File: src/logic/mux_ctrl_pkg.sv
// Purpose: shared constants and types for the serial mux channel select
// Assumes: sys_clk at 125 MHz (8 ns period)
// Notes: delays are kept in ns, the clock period in ps, cycle counts derived from the clock rate
package mux_ctrl_pkg;

  localparam int unsigned clk_period_ps = 8000;
  localparam int unsigned word_bits = 4;
  localparam int unsigned chan_count = 8;

  // break gap is a least time: round up
  localparam int unsigned break_gap_ns = 125;
  localparam int unsigned break_gap_cyc =
    (break_gap_ns * 1000 + clk_period_ps - 1) / clk_period_ps;
  // switch on delay is a longest time: round down
  localparam int unsigned switch_on_delay_ns = 700;
  localparam int unsigned switch_on_delay_cyc =
    (switch_on_delay_ns * 1000) / clk_period_ps;
  // switch off delay is a longest time: round down
  localparam int unsigned switch_off_delay_ns = 300;
  localparam int unsigned switch_off_delay_cyc =
    (switch_off_delay_ns * 1000) / clk_period_ps;

  // field positions inside the shifted word (oldest stage = msb)
  localparam int unsigned enable_pos = 3;
  localparam int unsigned select_bit_high_pos = 2;
  localparam int unsigned select_bit_low_pos = 0;

  localparam logic [3:0] word_reset = 4'h0;
  localparam logic [7:0] chan_reset = 8'h00;
  localparam logic [7:0] delay_reset = 8'h00;

  // captured control word
  typedef struct packed {
    logic en;
    logic [2:0] sel;
  } ctrl_word_t;

  // switch sequencer states, gray along idle-break-settle-on
  typedef enum logic [1:0] {
    st_idle = 2'b00,
    st_break = 2'b01,
    st_settle = 2'b11,
    st_on = 2'b10
  } sw_state_t;

endpackage : mux_ctrl_pkg

File: src/logic/serial_mux_channel_select.sv
// Purpose: serial control of an 8-to-1 analog mux with data pass-through
// Assumes: chip select, serial clock and data sampled on sys_clk
// Notes: serial clock edges found by sampling; serial clock <= 5 MHz
//
// Functional notes
// - chip select high: shift upstream data into four stages per clock rise
// - control word is one enable bit then three select bits
// - chip select fall opens all switches, gap at least 125 ns
// - after the gap, close the selected channel within 700 ns
// - channel stays closed until next fall, opens within 300 ns
// - enable 0 keeps all open; enable 1 closes channel n
// - chip select high: forward driver on, reverse driver off
// - shifted bits reach downstream pin after four stages
// - chip select low: forward off, downstream level passed upstream
`timescale 1ns/1ps
module serial_mux_channel_select #(
  parameter int unsigned on_cyc = mux_ctrl_pkg::switch_on_delay_cyc,
  parameter int unsigned gap_cyc = mux_ctrl_pkg::break_gap_cyc
) (
  // clock and reset
  input wire logic sys_clk,
  input wire logic rstn,
  // serial control pins
  input wire logic chip_sel,
  input wire logic ser_clk,
  // upstream data pin (three-signal form, oe low drives)
  input wire logic up_data_in,
  output logic up_data_out,
  output logic up_data_oe_n,
  // downstream data pin (three-signal form, oe low drives)
  input wire logic down_data_in,
  output logic down_data_out,
  output logic down_data_oe_n,
  // analog switch controls, bit n closes channel n
  output logic [7:0] switch_close,
  // status
  output logic word_dropped
);

  mux_ctrl_pkg::sw_state_t state_r, state_nxt;
  logic [3:0] shift_r, shift_nxt;
  logic ser_clk_r, cs_r;
  logic [7:0] chan_r, chan_nxt;
  logic [7:0] cnt_r, cnt_nxt;
  logic up_out_r, up_oe_n_r, dn_out_r, dn_oe_n_r;
  logic up_out_nxt, up_oe_n_nxt, dn_out_nxt, dn_oe_n_nxt;
  // word being applied, held so the buffer slot can be reused at once
  mux_ctrl_pkg::ctrl_word_t buf_word_r, buf_word_nxt;
  logic drop_r, drop_nxt;
  logic clk_rise, cs_fall;
  logic buf_in_ready, buf_out_valid, buf_out_ready;
  mux_ctrl_pkg::ctrl_word_t buf_out_word, cap_word;

  // decode of a captured word into one-hot switch closes
  function automatic logic [7:0] decode_chan(
    input mux_ctrl_pkg::ctrl_word_t w
  );
    logic [7:0] d;
    d = 8'h00;
    if (w.en) begin
      d[w.sel] = 1'b1;
    end
    return d;
  endfunction : decode_chan

  assign clk_rise = ser_clk && !ser_clk_r;
  assign cs_fall = !chip_sel && cs_r;
  // oldest stage is the enable bit
  assign cap_word = mux_ctrl_pkg::ctrl_word_t'(shift_r);

  // the buffer holds a word taken at chip select fall until the
  // sequencer can use it; a word arriving with both slots full is lost and flags word_dropped
  word_buffer #(
    .width(mux_ctrl_pkg::word_bits)
  ) u_word_buffer (
    .sys_clk(sys_clk),
    .rstn(rstn),
    .in_valid(cs_fall),
    .in_ready(buf_in_ready),
    .in_data(cap_word),
    .out_valid(buf_out_valid),
    .out_ready(buf_out_ready),
    .out_data(buf_out_word)
  );

  // sequencer takes a new word only when idle or on
  assign buf_out_ready = (state_r == mux_ctrl_pkg::st_idle) ||
                         (state_r == mux_ctrl_pkg::st_on);

  // shift register: only moves while chip select is high
  always_comb begin
    shift_nxt = shift_r;
    if (chip_sel && clk_rise) begin
      shift_nxt = {shift_r[2:0], up_data_in};
    end
  end

  always_ff @(posedge sys_clk or negedge rstn) begin
    if (!rstn) begin
      shift_r <= mux_ctrl_pkg::word_reset;
    end else begin
      shift_r <= shift_nxt;
    end
  end

  // edge detect samples; reset values equal the idle pin levels, so
  // no false serial clock rise or chip select fall follows reset
  always_ff @(posedge sys_clk or negedge rstn) begin
    if (!rstn) begin
      ser_clk_r <= 1'b0;
      cs_r <= 1'b0;
    end else begin
      ser_clk_r <= ser_clk;
      cs_r <= chip_sel;
    end
  end

  // pin direction and data path; the reverse path costs one sys_clk
  // sample, far below one serial clock period
  always_comb begin
    dn_out_nxt = shift_nxt[3]; // after four stages
    dn_oe_n_nxt = !chip_sel; // forward on when high
    up_oe_n_nxt = chip_sel; // reverse driver on when low
    up_out_nxt = down_data_in; // no serial clock delay
  end

  always_ff @(posedge sys_clk or negedge rstn) begin
    if (!rstn) begin
      up_out_r <= 1'b0;
      up_oe_n_r <= 1'b1;
      dn_out_r <= 1'b0;
      dn_oe_n_r <= 1'b1;
    end else begin
      up_out_r <= up_out_nxt;
      up_oe_n_r <= up_oe_n_nxt;
      dn_out_r <= dn_out_nxt;
      dn_oe_n_r <= dn_oe_n_nxt;
    end
  end

  // switch sequencer: break, settle, on
  always_comb begin
    state_nxt = state_r;
    chan_nxt = chan_r;
    cnt_nxt = cnt_r;
    drop_nxt = cs_fall && !buf_in_ready;
    case (state_r)
      mux_ctrl_pkg::st_idle, mux_ctrl_pkg::st_on: begin
        if (buf_out_valid) begin
          chan_nxt = 8'h00; // all open at once
          cnt_nxt = 8'(gap_cyc);
          state_nxt = mux_ctrl_pkg::st_break;
        end
      end
      mux_ctrl_pkg::st_break: begin
        if (cnt_r <= 8'h1) begin
          cnt_nxt = 8'(on_cyc - gap_cyc);
          state_nxt = mux_ctrl_pkg::st_settle; // gap kept
        end else begin
          cnt_nxt = cnt_r - 8'h1;
        end
      end
      mux_ctrl_pkg::st_settle: begin
        if (cnt_r <= 8'h1) begin
          chan_nxt = decode_chan(buf_word_r); // close in time
          state_nxt = mux_ctrl_pkg::st_on;
        end else begin
          cnt_nxt = cnt_r - 8'h1;
        end
      end
      default: begin
        state_nxt = mux_ctrl_pkg::st_idle;
      end
    endcase
  end

  // hold the word being applied
  always_comb begin
    buf_word_nxt = buf_word_r;
    if (buf_out_valid && buf_out_ready) begin
      buf_word_nxt = buf_out_word;
    end
  end

  // sequencer registers; all open is the safe state after reset
  always_ff @(posedge sys_clk or negedge rstn) begin
    if (!rstn) begin
      state_r <= mux_ctrl_pkg::st_idle;
      chan_r <= mux_ctrl_pkg::chan_reset;
      cnt_r <= mux_ctrl_pkg::delay_reset;
      buf_word_r <= '0;
      drop_r <= 1'b0;
    end else begin
      state_r <= state_nxt;
      chan_r <= chan_nxt;
      cnt_r <= cnt_nxt;
      buf_word_r <= buf_word_nxt;
      drop_r <= drop_nxt;
    end
  end

  assign up_data_out = up_out_r;
  assign up_data_oe_n = up_oe_n_r;
  assign down_data_out = dn_out_r;
  assign down_data_oe_n = dn_oe_n_r;
  assign switch_close = chan_r;
  assign word_dropped = drop_r;

endmodule : serial_mux_channel_select

File: src/logic/word_buffer.sv
// Purpose: two-entry buffer between the shift register and the sequencer
// Assumes: single clock, valid/ready handshake on both sides
// Notes: full and empty are exact; in_ready drops when both slots hold data
`timescale 1ns/1ps
module word_buffer #(
  parameter int unsigned width = 4
) (
  // clock and reset
  input wire logic sys_clk,
  input wire logic rstn,
  // filling side
  input wire logic in_valid,
  output logic in_ready,
  input wire logic [width-1:0] in_data,
  // draining side
  output logic out_valid,
  input wire logic out_ready,
  output logic [width-1:0] out_data
);

  logic [width-1:0] slot_r [2];
  logic [width-1:0] slot_nxt [2];
  logic [1:0] count_r, count_nxt;
  logic rd_ptr_r, rd_ptr_nxt, wr_ptr_r, wr_ptr_nxt;
  logic push, pop;

  assign push = in_valid && in_ready;
  assign pop = out_valid && out_ready;
  assign in_ready = (count_r != 2'h2);
  assign out_valid = (count_r != 2'h0);
  assign out_data = slot_r[rd_ptr_r];

  // pointer and slot updates
  always_comb begin
    slot_nxt = slot_r;
    wr_ptr_nxt = wr_ptr_r;
    rd_ptr_nxt = rd_ptr_r;
    count_nxt = count_r;
    if (push) begin
      slot_nxt[wr_ptr_r] = in_data;
      wr_ptr_nxt = ~wr_ptr_r;
    end
    if (pop) begin
      rd_ptr_nxt = ~rd_ptr_r;
    end
    if (push && !pop) begin
      count_nxt = count_r + 2'h1;
    end else if (pop && !push) begin
      count_nxt = count_r - 2'h1;
    end
  end

  always_ff @(posedge sys_clk or negedge rstn) begin
    if (!rstn) begin
      slot_r[0] <= '0;
      slot_r[1] <= '0;
      count_r <= 2'h0;
      rd_ptr_r <= 1'b0;
      wr_ptr_r <= 1'b0;
    end else begin
      slot_r <= slot_nxt;
      count_r <= count_nxt;
      rd_ptr_r <= rd_ptr_nxt;
      wr_ptr_r <= wr_ptr_nxt;
    end
  end

endmodule : word_buffer

File: config.mk
export PLATFORM = sky130hd
export DESIGN_NAME = serial_mux_channel_select
export DESIGN_NICKNAME = d
export VERILOG_FILES = /design/src/logic/mux_ctrl_pkg.sv /design/src/logic/serial_mux_channel_select.sv /design/src/logic/word_buffer.sv
export SDC_FILE = /design/constraint.sdc
export NUM_CORES = 1
export LEC_CHECK = 0
export BUFFER_PORTS_ARGS = -buffer_cell sky130_fd_sc_hd__buf_4
export CORE_ASPECT_RATIO = 0.5
export CORE_UTILIZATION = 62
export DETAILED_ROUTE_END_ITERATION = 8
export PLACE_DENSITY_LB_ADDON = 0.1
export SYNTH_ARGS = -nofsm -noshare
export SYNTH_HDL_FRONTEND = slang
export SYNTH_SLANG_ARGS = --single-unit
File: constraint.sdc
create_clock -name sys_clk -period 4.7 [get_ports sys_clk]
set_clock_uncertainty 0.15 [all_clocks]
set_input_delay 0 -clock sys_clk [delete_from_list [all_inputs] [get_ports sys_clk]]
set_output_delay 0 -clock sys_clk [all_outputs]
set_load 0.05 [all_outputs]
==> qor.txt, run 1 <==
global-route wire length before repair = 5871 um
die area = 0.003438 mm^2
status = completed
Critical Path Sink Type = flop
Post-synth EDFFs = 0
Die X = 81.93 um
drt wl/cell = 14.35 um
CP Cell Sequence = inv_1 > ha_1 > or2_1 > a41oi_2 > nand2_1 > o41ai_1
worst skew pair latency = 0.30 ns
Critical R2R Launch = cnt_r[0]$_DFFE_PN0P_
commonest non-fill, non-tap cell in the layout = dfrtp_1
total of max-cap violations = 0
nets@finish = 199
count of final hold-check violations = 0
Crit path max-delay family = compound AO/OA/AOI/OAI gates
Worst Path Class, Setup = flop to flop
core area = 0.003013 mm^2
CP startpoint = cnt_r[0]$_DFFE_PN0P_
Pleak = 1.079 nW
CTS sink count = 44
CP Max Fanout = 16
Slew HR = 58.06%
# setup viols final = 0
largest net degree at the start of global routing = 45
prevailing post-synth register cell = dfrtp_1
mean area per synthesized cell = 11.93 um^2
remaining antenna violation count = 0
PortBufs = 18
Seq/Total Area, Yosys = 55.72%
actual slew at the worst max-slew pin = 0.6291 ns
FF-to-FF End = switch_close[0]$_DFFE_PN0P_
total CTS buffers = 5
Ports = 19
vias in the first global route = 1317
CP Data Required Time = 4.73 ns
CTS root buf = clkbuf_8
RSZ-0062 raised after global routing = false
most frequent cells in the layout = dfrtp_1 (42), buf_4 (18), nand2_1 (16)
Synth Net Count = 175
residual DRC count = 0
Min-Delay Path Class = primary input to asynchronous set/reset pin
vias = 1313
CTS Buffer Depth = 2
setup TNS = 0 ns
Worst R2R Path Depth = 6
H-tree levels = 2
Critical path buffers and inverters = 1
# Post-CTS Setup Buffers = 0
Placer Congestion = 0.9314
peak supply drop = 0.3223 mV
grt total ovfl = 0
Vias/cell = 5.684
ratio of cells with drive above 1 in the final layout = 26.18%
Synthesis Warnings = 0
Routed WL = 3314 um
Rows = 14
overall routing resource usage = 23.95%
CP peak stage delay = 0.57 ns
ANT cells = 0
Layout area overhead = 15.79%
Final min period = 2.076 ns
Mapped Area = 0.001981 mm^2
hpwl dp = 2315 um
initial antenna violation count = 0
drt initial violations = 30
ys async rst share = 100.0%
crit start category = flop
number of synthesized register bits = 44
worst path arrival time = 2.11 ns
Unique masters post-synth = 46
slowest stage cell, crit path = a41oi_2
clk slew on worst S/H paths = 0.09 ns
Die Y = 41.97 um
synthesized instance count = 166
Slew Viols, Final = 0
Tcrit/Tclk final = 44.16%
P per Cell Area = 412.1 mW/mm^2
iteration count of the initial detailed-routing pass = 4
fmax = 0.4818 GHz
Starting Density = 65.74%
CTS tree = done
flop2flop setup slack = 2.62 ns
final hold slack = 0.06645 ns
## repair_timing
action	CTS	global route
gates resized for setup	0	0
hold endpoints to repair	52	0
hold buffers	5	0
## state kept, by name, indices dropped and copies added, names as in the netlist
signal,count
switch_close,8
u_word_buffer.wr_ptr_r,1
up_data_oe_n,1
state_r,2
cs_r,1
down_data_oe_n,1
cap_word,4
up_data_out,1
cnt_r,8
u_word_buffer.rd_ptr_r,1
u_word_buffer.slot_r,8
word_dropped,1
u_word_buffer.count_r,2
ser_clk_r,1
buf_word_r,4
## worst max-delay path by stage
stage | endpoint | slack, ns | cells past startpoint
after CTS | switch_close[0]$_DFFE_PN0P_ | 2.61 | 6
after detailed placement | switch_close[0]$_DFFE_PN0P_ | 2.62 | 6
after floorplan | cnt_r[0]$_DFFE_PN0P_ | 2.75 | 8
after global routing | switch_close[1]$_DFFE_PN0P_ | 2.47 | 5
after global placement | switch_close[3]$_DFFE_PN0P_ | 2.70 | 5
final | switch_close[0]$_DFFE_PN0P_ | 2.62 | 6
## layout make-up
type | count | area, um^2
clock inverters | 2 | 38.79
fillers | 216 | 719.4
well taps | 40 | 50.05
flip-flops and latches | 44 | 1104
inverters | 9 | 33.78
repair buffers | 23 | 185.2
multi-input cells | 107 | 799.5
clock buffers | 6 | 82.58
## report_power, final
| part | leakage, nW | switching, W | internal [W] |
|---|---|---|---|
| Clock | 0.0614 | 0.000133 | 0.000174 |
| Combinational | 0.481 | 0.0000703 | 0.0000777 |
| Sequential | 0.537 | 0.0000488 | 0.000442 |
## synthesized netlist by cell type (2+ instances only)
| library cell | count | area share (%) |
|---|---|---|
| nor2_1 | 8 | 1.5 |
| a21oi_1 | 3 | 0.76 |
| o21ai_0 | 7 | 1.8 |
| o31ai_1 | 6 | 2.3 |
| ha_1 | 3 | 1.9 |
| a21o_1 | 3 | 1.1 |
| inv_1 | 7 | 1.3 |
| xor2_1 | 2 | 0.88 |
| buf_6 | 2 | 1.1 |
| o41ai_1 | 2 | 0.88 |
| a22o_1 | 3 | 1.3 |
| nor3_4 | 2 | 1.6 |
| nand2b_1 | 4 | 1.3 |
| a21oi_2 | 2 | 0.88 |
| nand3b_1 | 2 | 0.76 |
| nand3_1 | 2 | 0.51 |
| nand2_1 | 16 | 3.0 |
| mux2_2 | 12 | 6.8 |
| nand4_1 | 2 | 0.63 |
| mux2i_1 | 6 | 3.0 |
| buf_2 | 2 | 0.51 |
| a31oi_1 | 2 | 0.63 |
| xnor2_1 | 3 | 1.3 |
| dfrtp_1 | 42 | 53 |
| dfstp_2 | 2 | 2.7 |
## per-layer routing
metal,track usage [%],vias up,routed length (um)
li1,-,639,-
met1,31.34,629,1556
met2,36.03,35,1515
met3,7.253,10,156
met4,12.63,0,85
met5,0,-,0
## metrics by stage
stage / utilization (%) / cells / total power [W] / worst slack [ns] / area (um^2)
final: 76.12 / 231 / 0.0009451 / 2.624 / 2293
after global routing: 76.12 / 231 / 0.0009883 / 2.473 / 2293
after CTS: 76.12 / 231 / 0.0009520 / 2.615 / 2293
after detailed placement: 70.43 / 218 / 0.0006436 / 2.616 / 2122
after global placement: 70.43 / 218 / 0.0006339 / 2.705 / 2122
after floorplan: - / 166 / 0.0005951 / 2.749 / 1981
## cells by family after synthesis
| family | share of synthesized area [%] |
|---|---|
| AOI/OAI and AO/OA | 13.58 |
| xor gates and xnor gates | 2.211 |
| adders and majority gates | 1.895 |
| buffers and inverters | 3.916 |
| DFF | 55.72 |
| muxes | 9.855 |
| and+or+nand+nor | 12.82 |
Note: power is estimated with default switching activity, not from simulation.
==> run 2: changes to the inputs <==
--- a/config.mk
+++ b/config.mk
@@ -7,7 +7,7 @@
 export LEC_CHECK = 0
 export BUFFER_PORTS_ARGS = -buffer_cell sky130_fd_sc_hd__buf_4
 export CORE_ASPECT_RATIO = 0.5
-export CORE_UTILIZATION = 62
+export CORE_UTILIZATION = 58
 export DETAILED_ROUTE_END_ITERATION = 8
 export PLACE_DENSITY_LB_ADDON = 0.1
 export SYNTH_ARGS = -nofsm -noshare
==> constraint.sdc (replaced) <==
create_clock -name sys_clk -period 2 [get_ports sys_clk]
set_clock_uncertainty 0.15 [all_clocks]
set_input_delay 0 -clock sys_clk [delete_from_list [all_inputs] [get_ports sys_clk]]
set_output_delay 0 -clock sys_clk [all_outputs]
set_load 0.05 [all_outputs]
==> qor.txt, run 2 (synthesis results as in run 1) <==
core area = 0.003118 mm^2 (+3.5%)
die area = 0.003667 mm^2 (+6.6%)
ratio of cells with drive above 1 in the final layout = 29.23% (+3.1 points)
hpwl dp = 2238 um (-3.3%)
CTS Buffer Depth = 2 (unchanged)
Die Y = 43.32 um (+3.2%)
largest net degree at the start of global routing = 45 (unchanged)
Ports = 19 (unchanged)
P per Cell Area = 945.7 mW/mm^2 (+130%)
worst skew pair latency = 0.30 ns (about the same)
CTS tree = done
PortBufs = 18 (unchanged)
Worst Path Class, Setup = flop to flop
CP peak stage delay = 0.41 ns (-0.16 ns)
drt initial violations = 53 (+77%)
grt total ovfl = 0 (unchanged)
CP Data Required Time = 2.09 ns (-2.64 ns)
ANT cells = 0 (unchanged)
# setup viols final = 0 (unchanged)
status = completed
setup TNS = 0 ns (unchanged)
Tcrit/Tclk final = 93.40% (+49 points)
CP Max Fanout = 6 (-10)
drt wl/cell = 13.83 um (-3.6%)
initial antenna violation count = 0 (unchanged)
Layout area overhead = 17.81%
flop2flop setup slack = 0.13 ns (-2.49 ns)
Die X = 84.64 um (+3.3%)
post-placement setup slack = 0.04773 ns (-2.569 ns)
most frequent cells in the layout = dfrtp_1 (42), buf_4 (22), nand2_1 (16)
Routed WL = 3249 um (-2.0%)
Vias/cell = 5.681 (about the same)
Pleak = 1.095 nW (+1.5%)
Rows = 14 (unchanged)
Final min period = 1.868 ns (-0.2075 ns)
CP Cell Sequence = inv_1 > ha_2 > or2_4 > and3_1 > buf_4 > a21boi_2 > a32o_1
FF-to-FF End = cnt_r[6]$_DFFE_PN0P_
Critical Path Sink Type = flop
clk slew on worst S/H paths = 0.08 ns (about the same)
H-tree levels = 2 (unchanged)
total CTS buffers = 5 (unchanged)
peak supply drop = 0.7840 mV (+140%)
residual DRC count = 0 (unchanged)
CTS sink count = 44 (unchanged)
worst path arrival time = 1.96 ns (-0.15 ns)
Final Worst Setup Slack = 0.1320 ns (-2.492 ns)
slowest stage cell, crit path = dfrtp_1
global-route wire length before repair = 5782 um (-1.5%)
Starting Density = 63.52% (-2.2 points)
vias = 1335 (+1.7%)
actual slew at the worst max-slew pin = 0.5323 ns (-0.09686 ns)
RSZ-0062 raised after global routing = false
Min-Delay Path Class = primary input to asynchronous set/reset pin
commonest non-fill, non-tap cell in the layout = dfrtp_1
Slew Viols, Final = 0 (unchanged)
fmax = 0.5353 GHz (+11%)
Placer Congestion = 0.8685 (-6.8%)
Critical R2R Launch = cnt_r[0]$_DFFE_PN0P_
final core occ = 74.84% (-1.3 points)
vias in the first global route = 1271 (-3.5%)
overall routing resource usage = 21.24% (-2.7 points)
count of final hold-check violations = 0 (unchanged)
remaining antenna violation count = 0 (unchanged)
iteration count of the initial detailed-routing pass = 4 (unchanged)
Slew HR = 64.51% (+6.5 points)
nets@finish = 203 (+2.0%)
Worst R2R Path Depth = 7 (+1)
CTS root buf = clkbuf_8
total of max-cap violations = 0 (unchanged)
crit start category = flop
==> run 2: changes by cell type in the layout (fill, tap and decap cells not counted), sizes merged <==
cell  delta
buf      +4
==> run 2: final cells by class <==
type | instances | area [um^2]
Clock inverter | 2 | 38.79
Clock buffer | 6 | 82.58
Timing Repair Buffer | 27 | 215.2
Fill cell | 215 | 784.5
Tap cell | 40 | 50.05
Inverter | 9 | 33.78
Multi-Input combinational cell | 107 | 809.5
Sequential cell | 44 | 1104
==> run 2: worst max-delay path, delay by kind of cell, from the launching register on <==
| family | cells | cell delay [ns] |
|---|---|---|
| adders and majority gates | 1 | 0.21 |
| and+or+nand+nor | 2 | 0.46 |
| DFF | 1 | 0.41 |
| AOI/OAI and AO/OA | 2 | 0.35 |
| buffers and inverters | 2 | 0.22 |
==> run 2: where the power goes <==
part | switching (W) | internal (W)
clock | 0.000307 | 0.000408
sequential | 0.000108 | 0.00104
combinational | 0.000164 | 0.000182
==> run 2: repair_timing <==
item,CTS,global route
setup endpoints to repair,0,6
endpoints found under the hold margin,52,0
hold buffers,5,0
buffers inserted,0,1
gates resized for setup,0,3
==> run 2: stage by stage <==
stage,power [W],instance area (um^2),hold WS (ns),cells
5_1_grt,0.002314,2333,0.1520,235
6_report,0.002207,2333,0.07713,235
3_5_place_dp,0.001508,2145,-0.1257,221
4_1_cts,0.002229,2316,0.08912,234
3_3_place_gp,0.001488,2145,-0.1341,221
2_1_floorplan,0.001398,1981,-0.4456,166
==> run 2: how the worst max path moves through the flow <==
stage | start | endpoint | slack [ns] | depth (start not counted)
2_1_floorplan | cnt_r[0]$_DFFE_PN0P_ | cnt_r[0]$_DFFE_PN0P_ | 0.05 | 8
3_3_place_gp | cnt_r[0]$_DFFE_PN0P_ | cnt_r[0]$_DFFE_PN0P_ | 0.12 | 6
3_5_place_dp | cnt_r[0]$_DFFE_PN0P_ | cnt_r[6]$_DFFE_PN0P_ | 0.05 | 7
4_1_cts | cnt_r[0]$_DFFE_PN0P_ | cnt_r[6]$_DFFE_PN0P_ | 0.03 | 7
5_1_grt | cnt_r[1]$_DFFE_PN0P_ | cnt_r[4]$_DFFE_PN0P_ | 0.03 | 6
6_report | cnt_r[0]$_DFFE_PN0P_ | cnt_r[6]$_DFFE_PN0P_ | 0.13 | 7
==> run 2: routing by layer <==
metal	routed length (um)	global-route usage, %
met4	66	9.153
met2	1337	32.20
met1	1685	29.11
met5	0	0
met3	160	6.420
